==> src/hw/serial_channel_mode_event_defines.vh <==
/*
 Constants for the serial channel mode and event controller: kernel behaviour codes,
 operating states, protocol codes, event bit positions and reset values.
 Assumes inclusion by bare name from the design files of this block only.
*/
// Operation
// - behaviour field 00/01 run unaffected, 10/11 stop at protocol stop condition.
// - no suspend or clock-off request means normal operation using normal field.
// - suspend request keeps clock and registers, behaviour from suspend field.
// - clock-off uses its field; clock gated only when all channels stopped.
// - clock enable 0 or clock-off stopped blocks register access except config.
// - detected event sets its flag, which stays until software clears it.
// - enabled event requests interrupt on every detection, flag state irrelevant.
// - per-event node pointer picks which service-request output fires.
// - each transfer event has own enable gating its interrupt.
// - new received word with marker 0 gives standard receive event.
// - new received word with marker 1 gives alternative receive event.
// - marker means parity, frame start or side; always 0 in synchronous mode.
// - receive start on first bit edge with reception on, via tx buffer pointer.
// - receive start latches receive shift settings; new ones may follow.
// - synchronous or I2S single shot clears tx data valid on receive start.
// - last shift edge of transmitted word raises transmit shift event.
// - first bit out with transmission on raises tx buffer event, latches, frees.
// - async or I2C single shot clears tx data valid on tx buffer event.
// - overwriting unread oldest word raises data lost, via protocol pointer.
`ifndef SERIAL_CHANNEL_MODE_EVENT_DEFINES_VH
`define SERIAL_CHANNEL_MODE_EVENT_DEFINES_VH

`define KB_RUN0 2'h0
`define KB_RUN1 2'h1
`define KB_STOP0 2'h2
`define KB_STOP1 2'h3
`define KB_STOP_BIT 1

`define ST_NORMAL 2'h0
`define ST_SUSPEND 2'h1
`define ST_CLKOFF 2'h2
`define ST_CLKSTOP 2'h3

`define PM_ASYNC 2'h0
`define PM_SYNC 2'h1
`define PM_I2C 2'h2
`define PM_I2S 2'h3

`define EV_COUNT 6
`define EV_RECEIVE 0
`define EV_RX_START 1
`define EV_ALT_RECEIVE 2
`define EV_TX_SHIFT 3
`define EV_TX_BUFFER 4
`define EV_DATA_LOST 5

`define SR_COUNT 6
`define NODE_W 3
`define SET_W 8
`define RXQ_FULL 2'h2

`define FLAGS_RESET 6'h00
`define SETTINGS_RESET 8'h00

`endif

==> src/hw/event_flag_router.v <==
/*
 Sticky event flags and service-request routing for the six data transfer events.
 Assumes one-cycle event pulses on mclk and a one-cycle clear strobe with its mask.
*/
`timescale 1ns/1ps
`include "serial_channel_mode_event_defines.vh"

module event_flag_router (
    input wire mclk,
    input wire rst_n,
    input wire [5:0] event_pulse,
    input wire [5:0] irq_enable,
    input wire [2:0] receive_node_select,
    input wire [2:0] tx_buffer_node_select,
    input wire [2:0] alt_receive_node_select,
    input wire [2:0] tx_shift_node_select,
    input wire [2:0] protocol_node_select,
    input wire clear_strobe,
    input wire [5:0] clear_bits,
    output reg [5:0] flags,
    output reg [5:0] service_request_out
);

    // one-hot of the selected output; pointer codes past the last output route nowhere
    function [5:0] route;
        input [2:0] sel;
        begin
            route = (sel < `SR_COUNT) ? (6'h01 << sel) : 6'h00;
        end
    endfunction

    wire [5:0] hit;
    wire [5:0] clear_mask;
    reg [5:0] next_sr;

    // flag state is not consulted, so every enabled detection requests again
    assign hit = event_pulse & irq_enable;
    assign clear_mask = clear_strobe ? clear_bits : 6'h00;

    always @* begin
        next_sr = 6'h00;
        // or-ing collapses coincident events on one output into a single pulse
        if (hit[`EV_RECEIVE]) next_sr = next_sr | route(receive_node_select);
        if (hit[`EV_RX_START]) next_sr = next_sr | route(tx_buffer_node_select);
        if (hit[`EV_ALT_RECEIVE]) next_sr = next_sr | route(alt_receive_node_select);
        if (hit[`EV_TX_SHIFT]) next_sr = next_sr | route(tx_shift_node_select);
        if (hit[`EV_TX_BUFFER]) next_sr = next_sr | route(tx_buffer_node_select);
        if (hit[`EV_DATA_LOST]) next_sr = next_sr | route(protocol_node_select);
    end

    always @(posedge mclk or negedge rst_n) begin
        if (!rst_n) begin
            flags <= `FLAGS_RESET;
            service_request_out <= 6'h00;
        end else begin
            // set beats clear so an event in the clearing cycle is kept
            flags <= (flags & ~clear_mask) | event_pulse;
            service_request_out <= next_sr;
        end
    end

endmodule

==> src/hw/serial_channel_mode_event_ctrl.v <==
/*
 Kernel mode control and data transfer event logic of one serial channel.
 Assumes suspend and clock-off requests arrive asynchronously from the system
 control unit; all other inputs come from logic on mclk, event inputs as pulses.
*/
`timescale 1ns/1ps
`include "serial_channel_mode_event_defines.vh"

module serial_channel_mode_event_ctrl (
    input wire mclk,
    input wire rst_n,
    input wire suspend_req,
    input wire clockoff_req,
    input wire module_clock_enable,
    input wire [1:0] normal_mode_behavior,
    input wire [1:0] suspend_mode_behavior,
    input wire [1:0] clockoff_mode_behavior,
    input wire protocol_stop_reached,
    input wire other_channels_stopped,
    input wire [1:0] protocol_mode,
    input wire single_shot,
    input wire reception_enable,
    input wire transmission_enable,
    input wire rx_word_valid,
    input wire protocol_receive_marker,
    input wire rx_buffer_read,
    input wire rx_first_bit,
    input wire tx_first_bit,
    input wire tx_last_edge,
    input wire tx_data_write,
    input wire [7:0] rx_shift_settings_next,
    input wire [7:0] tx_shift_settings_next,
    input wire [5:0] irq_enable,
    input wire [2:0] receive_node_select,
    input wire [2:0] tx_buffer_node_select,
    input wire [2:0] alt_receive_node_select,
    input wire [2:0] tx_shift_node_select,
    input wire [2:0] protocol_node_select,
    input wire status_clear_write,
    input wire [5:0] protocol_status_clear,
    output reg [1:0] operating_state,
    output reg [1:0] kernel_mode,
    output reg channel_stop_req,
    output reg reg_access_allowed,
    output reg module_clock_gate_req,
    output reg tx_data_valid,
    output reg tx_buffer_free,
    output reg [7:0] rx_shift_settings,
    output reg [7:0] tx_shift_settings,
    output reg [1:0] rx_words_pending,
    output wire [5:0] protocol_status,
    output wire [5:0] service_request_out
);

    // request synchronisers: first stage is read only by the second
    reg suspend_meta;
    reg suspend_sync;
    reg clockoff_meta;
    reg clockoff_sync;

    always @(posedge mclk or negedge rst_n) begin
        if (!rst_n) begin
            suspend_meta <= 1'b0;
            suspend_sync <= 1'b0;
        end else begin
            suspend_meta <= suspend_req;
            suspend_sync <= suspend_meta;
        end
    end

    // the requests settle independently, so the state logic accepts either order
    always @(posedge mclk or negedge rst_n) begin
        if (!rst_n) begin
            clockoff_meta <= 1'b0;
            clockoff_sync <= 1'b0;
        end else begin
            clockoff_meta <= clockoff_req;
            clockoff_sync <= clockoff_meta;
        end
    end

    // true for the stop codes 10 and 11; run codes 00 and 01 leave the channel alone
    function is_stop;
        input [1:0] behavior;
        begin
            is_stop = behavior[`KB_STOP_BIT];
        end
    endfunction

    // leaving clock-off drops back to whichever request is still pending
    function [1:0] resume_state;
        input suspend_pending;
        begin
            if (suspend_pending) begin
                resume_state = `ST_SUSPEND;
            end else begin
                resume_state = `ST_NORMAL;
            end
        end
    endfunction

    // clocked protocols end a single-shot word at the receive start
    function ends_on_rx_start;
        input [1:0] mode;
        begin
            ends_on_rx_start = (mode == `PM_SYNC) || (mode == `PM_I2S);
        end
    endfunction

    // framed protocols end a single-shot word at the transmit buffer event
    function ends_on_tx_buffer;
        input [1:0] mode;
        begin
            ends_on_tx_buffer = (mode == `PM_ASYNC) || (mode == `PM_I2C);
        end
    endfunction

    // the store holds two words; a third arrival before a read overwrites
    function store_full;
        input [1:0] count;
        begin
            store_full = (count == `RXQ_FULL);
        end
    endfunction

    reg [1:0] next_state;
    reg [1:0] next_mode;

    // clock-off outranks suspend: power saving wins when both are pending
    always @* begin
        next_state = operating_state;
        case (operating_state)
            `ST_NORMAL: begin
                if (clockoff_sync) begin
                    next_state = `ST_CLKOFF;
                end else if (suspend_sync) begin
                    next_state = `ST_SUSPEND;
                end
            end
            `ST_SUSPEND: begin
                if (clockoff_sync) begin
                    next_state = `ST_CLKOFF;
                end else if (!suspend_sync) begin
                    next_state = `ST_NORMAL;
                end
            end
            `ST_CLKOFF: begin
                if (!clockoff_sync) begin
                    next_state = resume_state(suspend_sync);
                end else if (is_stop(clockoff_mode_behavior) && protocol_stop_reached) begin
                    next_state = `ST_CLKSTOP;
                end
            end
            `ST_CLKSTOP: begin
                if (!clockoff_sync) begin
                    next_state = resume_state(suspend_sync);
                end
            end
            default: begin
                next_state = `ST_NORMAL;
            end
        endcase
    end

    always @* begin
        case (next_state)
            `ST_NORMAL: next_mode = normal_mode_behavior;
            `ST_SUSPEND: next_mode = suspend_mode_behavior;
            `ST_CLKOFF: next_mode = clockoff_mode_behavior;
            `ST_CLKSTOP: next_mode = clockoff_mode_behavior;
            default: next_mode = normal_mode_behavior;
        endcase
    end

    always @(posedge mclk or negedge rst_n) begin
        if (!rst_n) begin
            operating_state <= `ST_NORMAL;
            kernel_mode <= `KB_RUN0;
            channel_stop_req <= 1'b0;
            reg_access_allowed <= 1'b0;
            module_clock_gate_req <= 1'b0;
        end else begin
            operating_state <= next_state;
            kernel_mode <= next_mode;
            channel_stop_req <= is_stop(next_mode);
            // only the kernel configuration stays reachable outside this window
            reg_access_allowed <= module_clock_enable && (next_state != `ST_CLKSTOP);
            // the shared module clock may only stop once every channel has stopped
            module_clock_gate_req <= (next_state == `ST_CLKSTOP) && other_channels_stopped;
        end
    end

    // events are ignored while the kernel clock is off or gated
    wire kernel_live;
    wire marker_eff;
    wire rx_event;
    wire alt_event;
    wire rx_start_event;
    wire tx_shift_event;
    wire tx_buffer_event;
    wire data_lost_event;
    wire clear_tdv;
    wire clear_strobe;
    wire [5:0] event_pulse;

    assign kernel_live = module_clock_enable && (operating_state != `ST_CLKSTOP);

    // marker is meaningless in synchronous mode, so it is forced low there
    assign marker_eff = (protocol_mode == `PM_SYNC) ? 1'b0 : protocol_receive_marker;

    assign rx_event = kernel_live && rx_word_valid && !marker_eff;
    assign alt_event = kernel_live && rx_word_valid && marker_eff;
    assign rx_start_event = kernel_live && rx_first_bit && reception_enable;
    assign tx_shift_event = kernel_live && tx_last_edge;
    assign tx_buffer_event = kernel_live && tx_first_bit && transmission_enable;

    // two-word receive store: a third word before a read loses the oldest
    assign data_lost_event = kernel_live && rx_word_valid && !rx_buffer_read
        && store_full(rx_words_pending);

    reg [1:0] next_rx_pending;

    // a word arriving in the cycle of a read leaves the count unchanged
    always @* begin
        next_rx_pending = rx_words_pending;
        if (kernel_live) begin
            if (rx_word_valid && !rx_buffer_read) begin
                if (!store_full(rx_words_pending)) begin
                    next_rx_pending = rx_words_pending + 2'h1;
                end
            end else if (!rx_word_valid && rx_buffer_read) begin
                if (rx_words_pending != 2'h0) begin
                    next_rx_pending = rx_words_pending - 2'h1;
                end
            end
        end
    end

    always @(posedge mclk or negedge rst_n) begin
        if (!rst_n) begin
            rx_words_pending <= 2'h0;
        end else begin
            rx_words_pending <= next_rx_pending;
        end
    end

    // which event ends a single-shot word depends on the protocol
    assign clear_tdv = single_shot
        && ((ends_on_rx_start(protocol_mode) && rx_start_event)
        || (ends_on_tx_buffer(protocol_mode) && tx_buffer_event));

    always @(posedge mclk or negedge rst_n) begin
        if (!rst_n) begin
            tx_data_valid <= 1'b0;
        end else if (tx_data_write) begin
            // a new buffer write in the same cycle keeps the flag set
            tx_data_valid <= 1'b1;
        end else if (clear_tdv) begin
            tx_data_valid <= 1'b0;
        end
    end

    always @(posedge mclk or negedge rst_n) begin
        if (!rst_n) begin
            tx_buffer_free <= 1'b0;
        end else begin
            tx_buffer_free <= tx_buffer_event;
        end
    end

    // settings freeze at the word start; later writes apply to the next word
    always @(posedge mclk or negedge rst_n) begin
        if (!rst_n) begin
            rx_shift_settings <= `SETTINGS_RESET;
        end else if (rx_start_event) begin
            rx_shift_settings <= rx_shift_settings_next;
        end
    end

    always @(posedge mclk or negedge rst_n) begin
        if (!rst_n) begin
            tx_shift_settings <= `SETTINGS_RESET;
        end else if (tx_buffer_event) begin
            tx_shift_settings <= tx_shift_settings_next;
        end
    end

    // a clear written while registers are unreachable is dropped
    assign clear_strobe = status_clear_write && reg_access_allowed;

    assign event_pulse = {data_lost_event, tx_buffer_event, tx_shift_event,
        alt_event, rx_start_event, rx_event};

    event_flag_router u_router (
        .mclk(mclk),
        .rst_n(rst_n),
        .event_pulse(event_pulse),
        .irq_enable(irq_enable),
        .receive_node_select(receive_node_select),
        .tx_buffer_node_select(tx_buffer_node_select),
        .alt_receive_node_select(alt_receive_node_select),
        .tx_shift_node_select(tx_shift_node_select),
        .protocol_node_select(protocol_node_select),
        .clear_strobe(clear_strobe),
        .clear_bits(protocol_status_clear),
        .flags(protocol_status),
        .service_request_out(service_request_out)
    );

endmodule

==> config.mk <==
export PLATFORM = sky130hd
export DESIGN_NAME = serial_channel_mode_event_ctrl
export DESIGN_NICKNAME = d
export VERILOG_FILES = /design/src/hw/event_flag_router.v /design/src/hw/serial_channel_mode_event_ctrl.v
export VERILOG_INCLUDE_DIRS = /design/src /design/src/hw
export SDC_FILE = /design/constraint.sdc
export NUM_CORES = 1
export LEC_CHECK = 0
export ABC_AREA = 1
export ABC_CLOCK_PERIOD_IN_PS = 1590
export BUFFER_PORTS_ARGS = -buffer_cell sky130_fd_sc_hd__buf_2
export CAP_MARGIN = 20
export CORE_AREA = 2 2 70 72
export CTS_BUF_LIST = sky130_fd_sc_hd__clkbuf_4 sky130_fd_sc_hd__clkbuf_8
export DETAILED_ROUTE_END_ITERATION = 10
export DIE_AREA = 0 0 72 74
export GPL_TIMING_DRIVEN = 0
export PLACE_DENSITY = 0.86
export SYNTH_ARGS = -nofsm -noshare
export SYNTH_HDL_FRONTEND = slang
export SYNTH_SLANG_ARGS = --single-unit
==> constraint.sdc <==
create_clock -name mclk -period 1.59 [get_ports mclk]
set_input_delay 0.159 -clock mclk [delete_from_list [all_inputs] [get_ports mclk]]
set_output_delay 0.159 -clock mclk [all_outputs]
set_load 0.005 [all_outputs]
==> qor.csv <==
metric,value,unit
Routed Antenna Nets,0,
row cnt,25,
"most used cell, CP",nand2_1,
"Arr. time, crit path",1.55,ns
max incr delay on CP,0.43,ns
CP Depth,7,
buffer and inverter count on the worst path,1,
Port Buffers,107,
total clock sinks,42,
Worst Tran Pin Value,0.898,ns
"Setup Fix Bufs, Post-CTS",0,
worst clock skew,0.00853,ns
part of the power in the clock network,23.9,%
post-layout util,60.7,%
synthesis warning total,0,
Worst Hold Class,primary input to asynchronous set/reset pin,
CTS tree,built,
Avg WL per Cell,12.2,microns
number of global-route vias before repair,1985,
post-route clock period utilization,84.0,%
FF-to-FF path depth,7,
Starting DRT DRC Count,87,
Setup TNS,0,ns
Pint,1.86,mW
area grow syn2layout,33.6,%
initial antenna violation count,0,
Layout Cells excl Fill,424,
layout cells sized above 1,35.9,%
"count leader, synth",nand2_1,
WL final,5180,microns
largest net degree at the start of global routing,43,
Syn Nets,324,
first-pass GRT wire length,8270,microns
Setup crit end kind,flip-flop,
max-slew violations,0,
HPWL after detailed placement,4220,microns
"Seq/Total Area, Yosys",50.3,%
"Cell Area, Synth",2090,sq um
Critical Path Fanout Max,5,
Switching Power,0.766,mW
Nets,440,
Max Cap Viol,0,
DR DRC count,0,
startpoint types,flip-flop,
most area-hungry cell type in the Yosys netlist,dfrtp_1,
iteration count of the initial detailed-routing pass,4,
Peak Freq,748,MHz
Root Buffer,clkbuf_8,
# placed instances,415,
Finish-stage setup viols,0,
Rel. slew slack,40.1,%
CTS max path bufs,2,
htree depth,2,
crit-path leading delay family,simple AND/OR/NAND/NOR gates,
final hold vios,0,
die width,72,microns
via count,2072,
switch share,29.2,%
Seq cells post-synth,42,
Clock transition at path regs,0.08,ns
CTS resizes,0,
Area contributors post-synth,"dfrtp_1 (50%), nand2_1 (13%), nand3_1 (7.4%), inv_1 (5.6%), mux2_2 (3.8%)",
"FFs w/ async S/R, synth",100,%
grt ovf,0,
Yosys top cell area share,50.3,%
post-synthesis instance total,254,
Peak VDD IR,355,uV
CTS Buf Count,5,
Required @ worst endpoint,1.81,ns
RSZ-0062 raised after global routing,no,
die area,5330,sq um
DR vias/cell,4.89,
synth unique cells,27,
Clock Latency Late Sink,0.28,ns
Chip Height,74,microns
ys flop type,dfrtp_1,
# IOs,108,
diodes inserted,0,
Tot GR Track Use,20.0,%
Final min period,1.34,ns
outcome,"finished, final reports clean",
syn avg cell area,8.22,sq um
pwr dens,940,nW/um^2
global placer's final weighted congestion,0.817,
LEAKAGE,1.63,nW
Starting Density,45.4,%
share of power burned in registers,51.1,%
Commonest cells post-synth,"nand2_1 (71), dfrtp_1 (42), inv_1 (31), nand3_1 (31), nor2_1 (17)",
Post-synth EDFFs,0,
core box area,4600,sq um
Setup CP Type,flip-flop to flip-flop,
"slowest stage cell, crit path",dfrtp_1,
logic gate share of total power,25.0,%
crit-path cells,nand2_2 -> nand3_4 -> nor2_1 -> nand2_1 -> o21ai_0 -> inv_1 -> nand2_1,
## layer usage
| layer | part of all wire [%] | global-route usage (%) | up-vias |
|---|---|---|---|
| met2 | 50 | 37.6 | 87 |
| met4 | 1.8 | 8.60 | 0 |
| li1 | - | - | 1057 |
| met1 | 42 | 22.5 | 918 |
| met3 | 5.9 | 3.25 | 10 |
| met5 | 0 | 0 | - |
## cells by family after synthesis
kind of cell / share of synthesized area, %
adder cells (fa/ha/maj): 0.599
multiplexers: 4.49
XOR/XNOR: 0.839
AND/OR/NAND/NOR: 33.6
flip-flops: 50.3
AO/OA/AOI/OAI: 3.42
buffers and inverters: 6.77
## sequential cells by signal, summed over array words and instances (netlist names), 2 cells and up
signal / count
u_router.flags: 6
u_router.service_request_out: 6
tx_shift_settings: 8
rx_shift_settings: 8
operating_state: 2
rx_words_pending: 2
## layout make-up
| class | instances | area [sq um] |
|---|---|---|
| Timing Repair Buffer | 109 | 556 |
| Inverter | 34 | 130 |
| Tap cell | 54 | 67.6 |
| Clock buffer | 5 | 68.8 |
| Sequential cell | 42 | 1050 |
| Clock inverter | 2 | 10.0 |
| Multi-Input combinational cell | 176 | 896 |
| Fill cell | 404 | 1810 |
| Buffer | 2 | 11.3 |
## per-stage QoR
| stage | hold slack (ns) | instance area, sq um | power [mW] | worst slack [ns] |
|---|---|---|---|---|
| after floorplan | -0.137 | 2090 | 1.66 | 0.390 |
| after global placement | 0.268 | 2690 | 1.99 | 0.293 |
| after detailed placement | 0.269 | 2690 | 2.02 | 0.259 |
| after CTS | 0.0336 | 2790 | 2.66 | 0.227 |
| after global routing | 0.0683 | 2790 | 2.80 | 0.0729 |
| final | 0.00180 | 2790 | 2.62 | 0.254 |
## worst paths after layout
path                                      startpoint                         endpoint  slack [ns]
min in group mclk          tx_shift_settings_next[7]             tx_shift_settings[7]        0.07
max                               operating_state[0]  u_router.service_request_out[2]        0.25
max in group asynchronous                      rst_n  u_router.service_request_out[0]        1.02
min                                            rst_n                     suspend_sync       0.002
min reg2reg                            clockoff_meta                    clockoff_sync        0.35
max reg2reg                       operating_state[0]  u_router.service_request_out[2]        0.25
## cells in the final DEF (no fill, tap or decap), types with 2 or more instances in the layout
cell / count
nor2_1: 17
inv_1: 31
buf_2: 107
nand2_2: 2
nand2_4: 2
clkinv_2: 2
mux2_2: 7
nand4_1: 10
nor3_1: 15
o21ai_0: 6
nand2_1: 71
clkbuf_8: 5
inv_2: 2
dfrtp_1: 42
nand3_1: 31
dlygate4sd3_1: 2
a21oi_1: 4
## timing repair
action / in CTS / in global routing
hold buffers: 2 / 0
hold endpoints to repair: 2 / 0
setup endpoints to repair: 0 / 0
## worst reg2reg max path: cells and delay by family (launching register included)
family                 cells  cell delay (ns)
DFF                        1             0.43
buffers and inverters      1             0.06
and+or+nand+nor            5             0.61
AOI/OAI and AO/OA          1             0.18
## power groups by stage
stage	Clock (mW)	Combinational (mW)	Sequential [mW]
global placement	0	0.638	1.35
finish	0.626	0.656	1.34
global route	0.694	0.742	1.36
floorplan	0	0.280	1.38
CTS	0.649	0.665	1.34
detailed placement	0	0.659	1.36
Note: power is estimated with default switching activity, not from simulation.
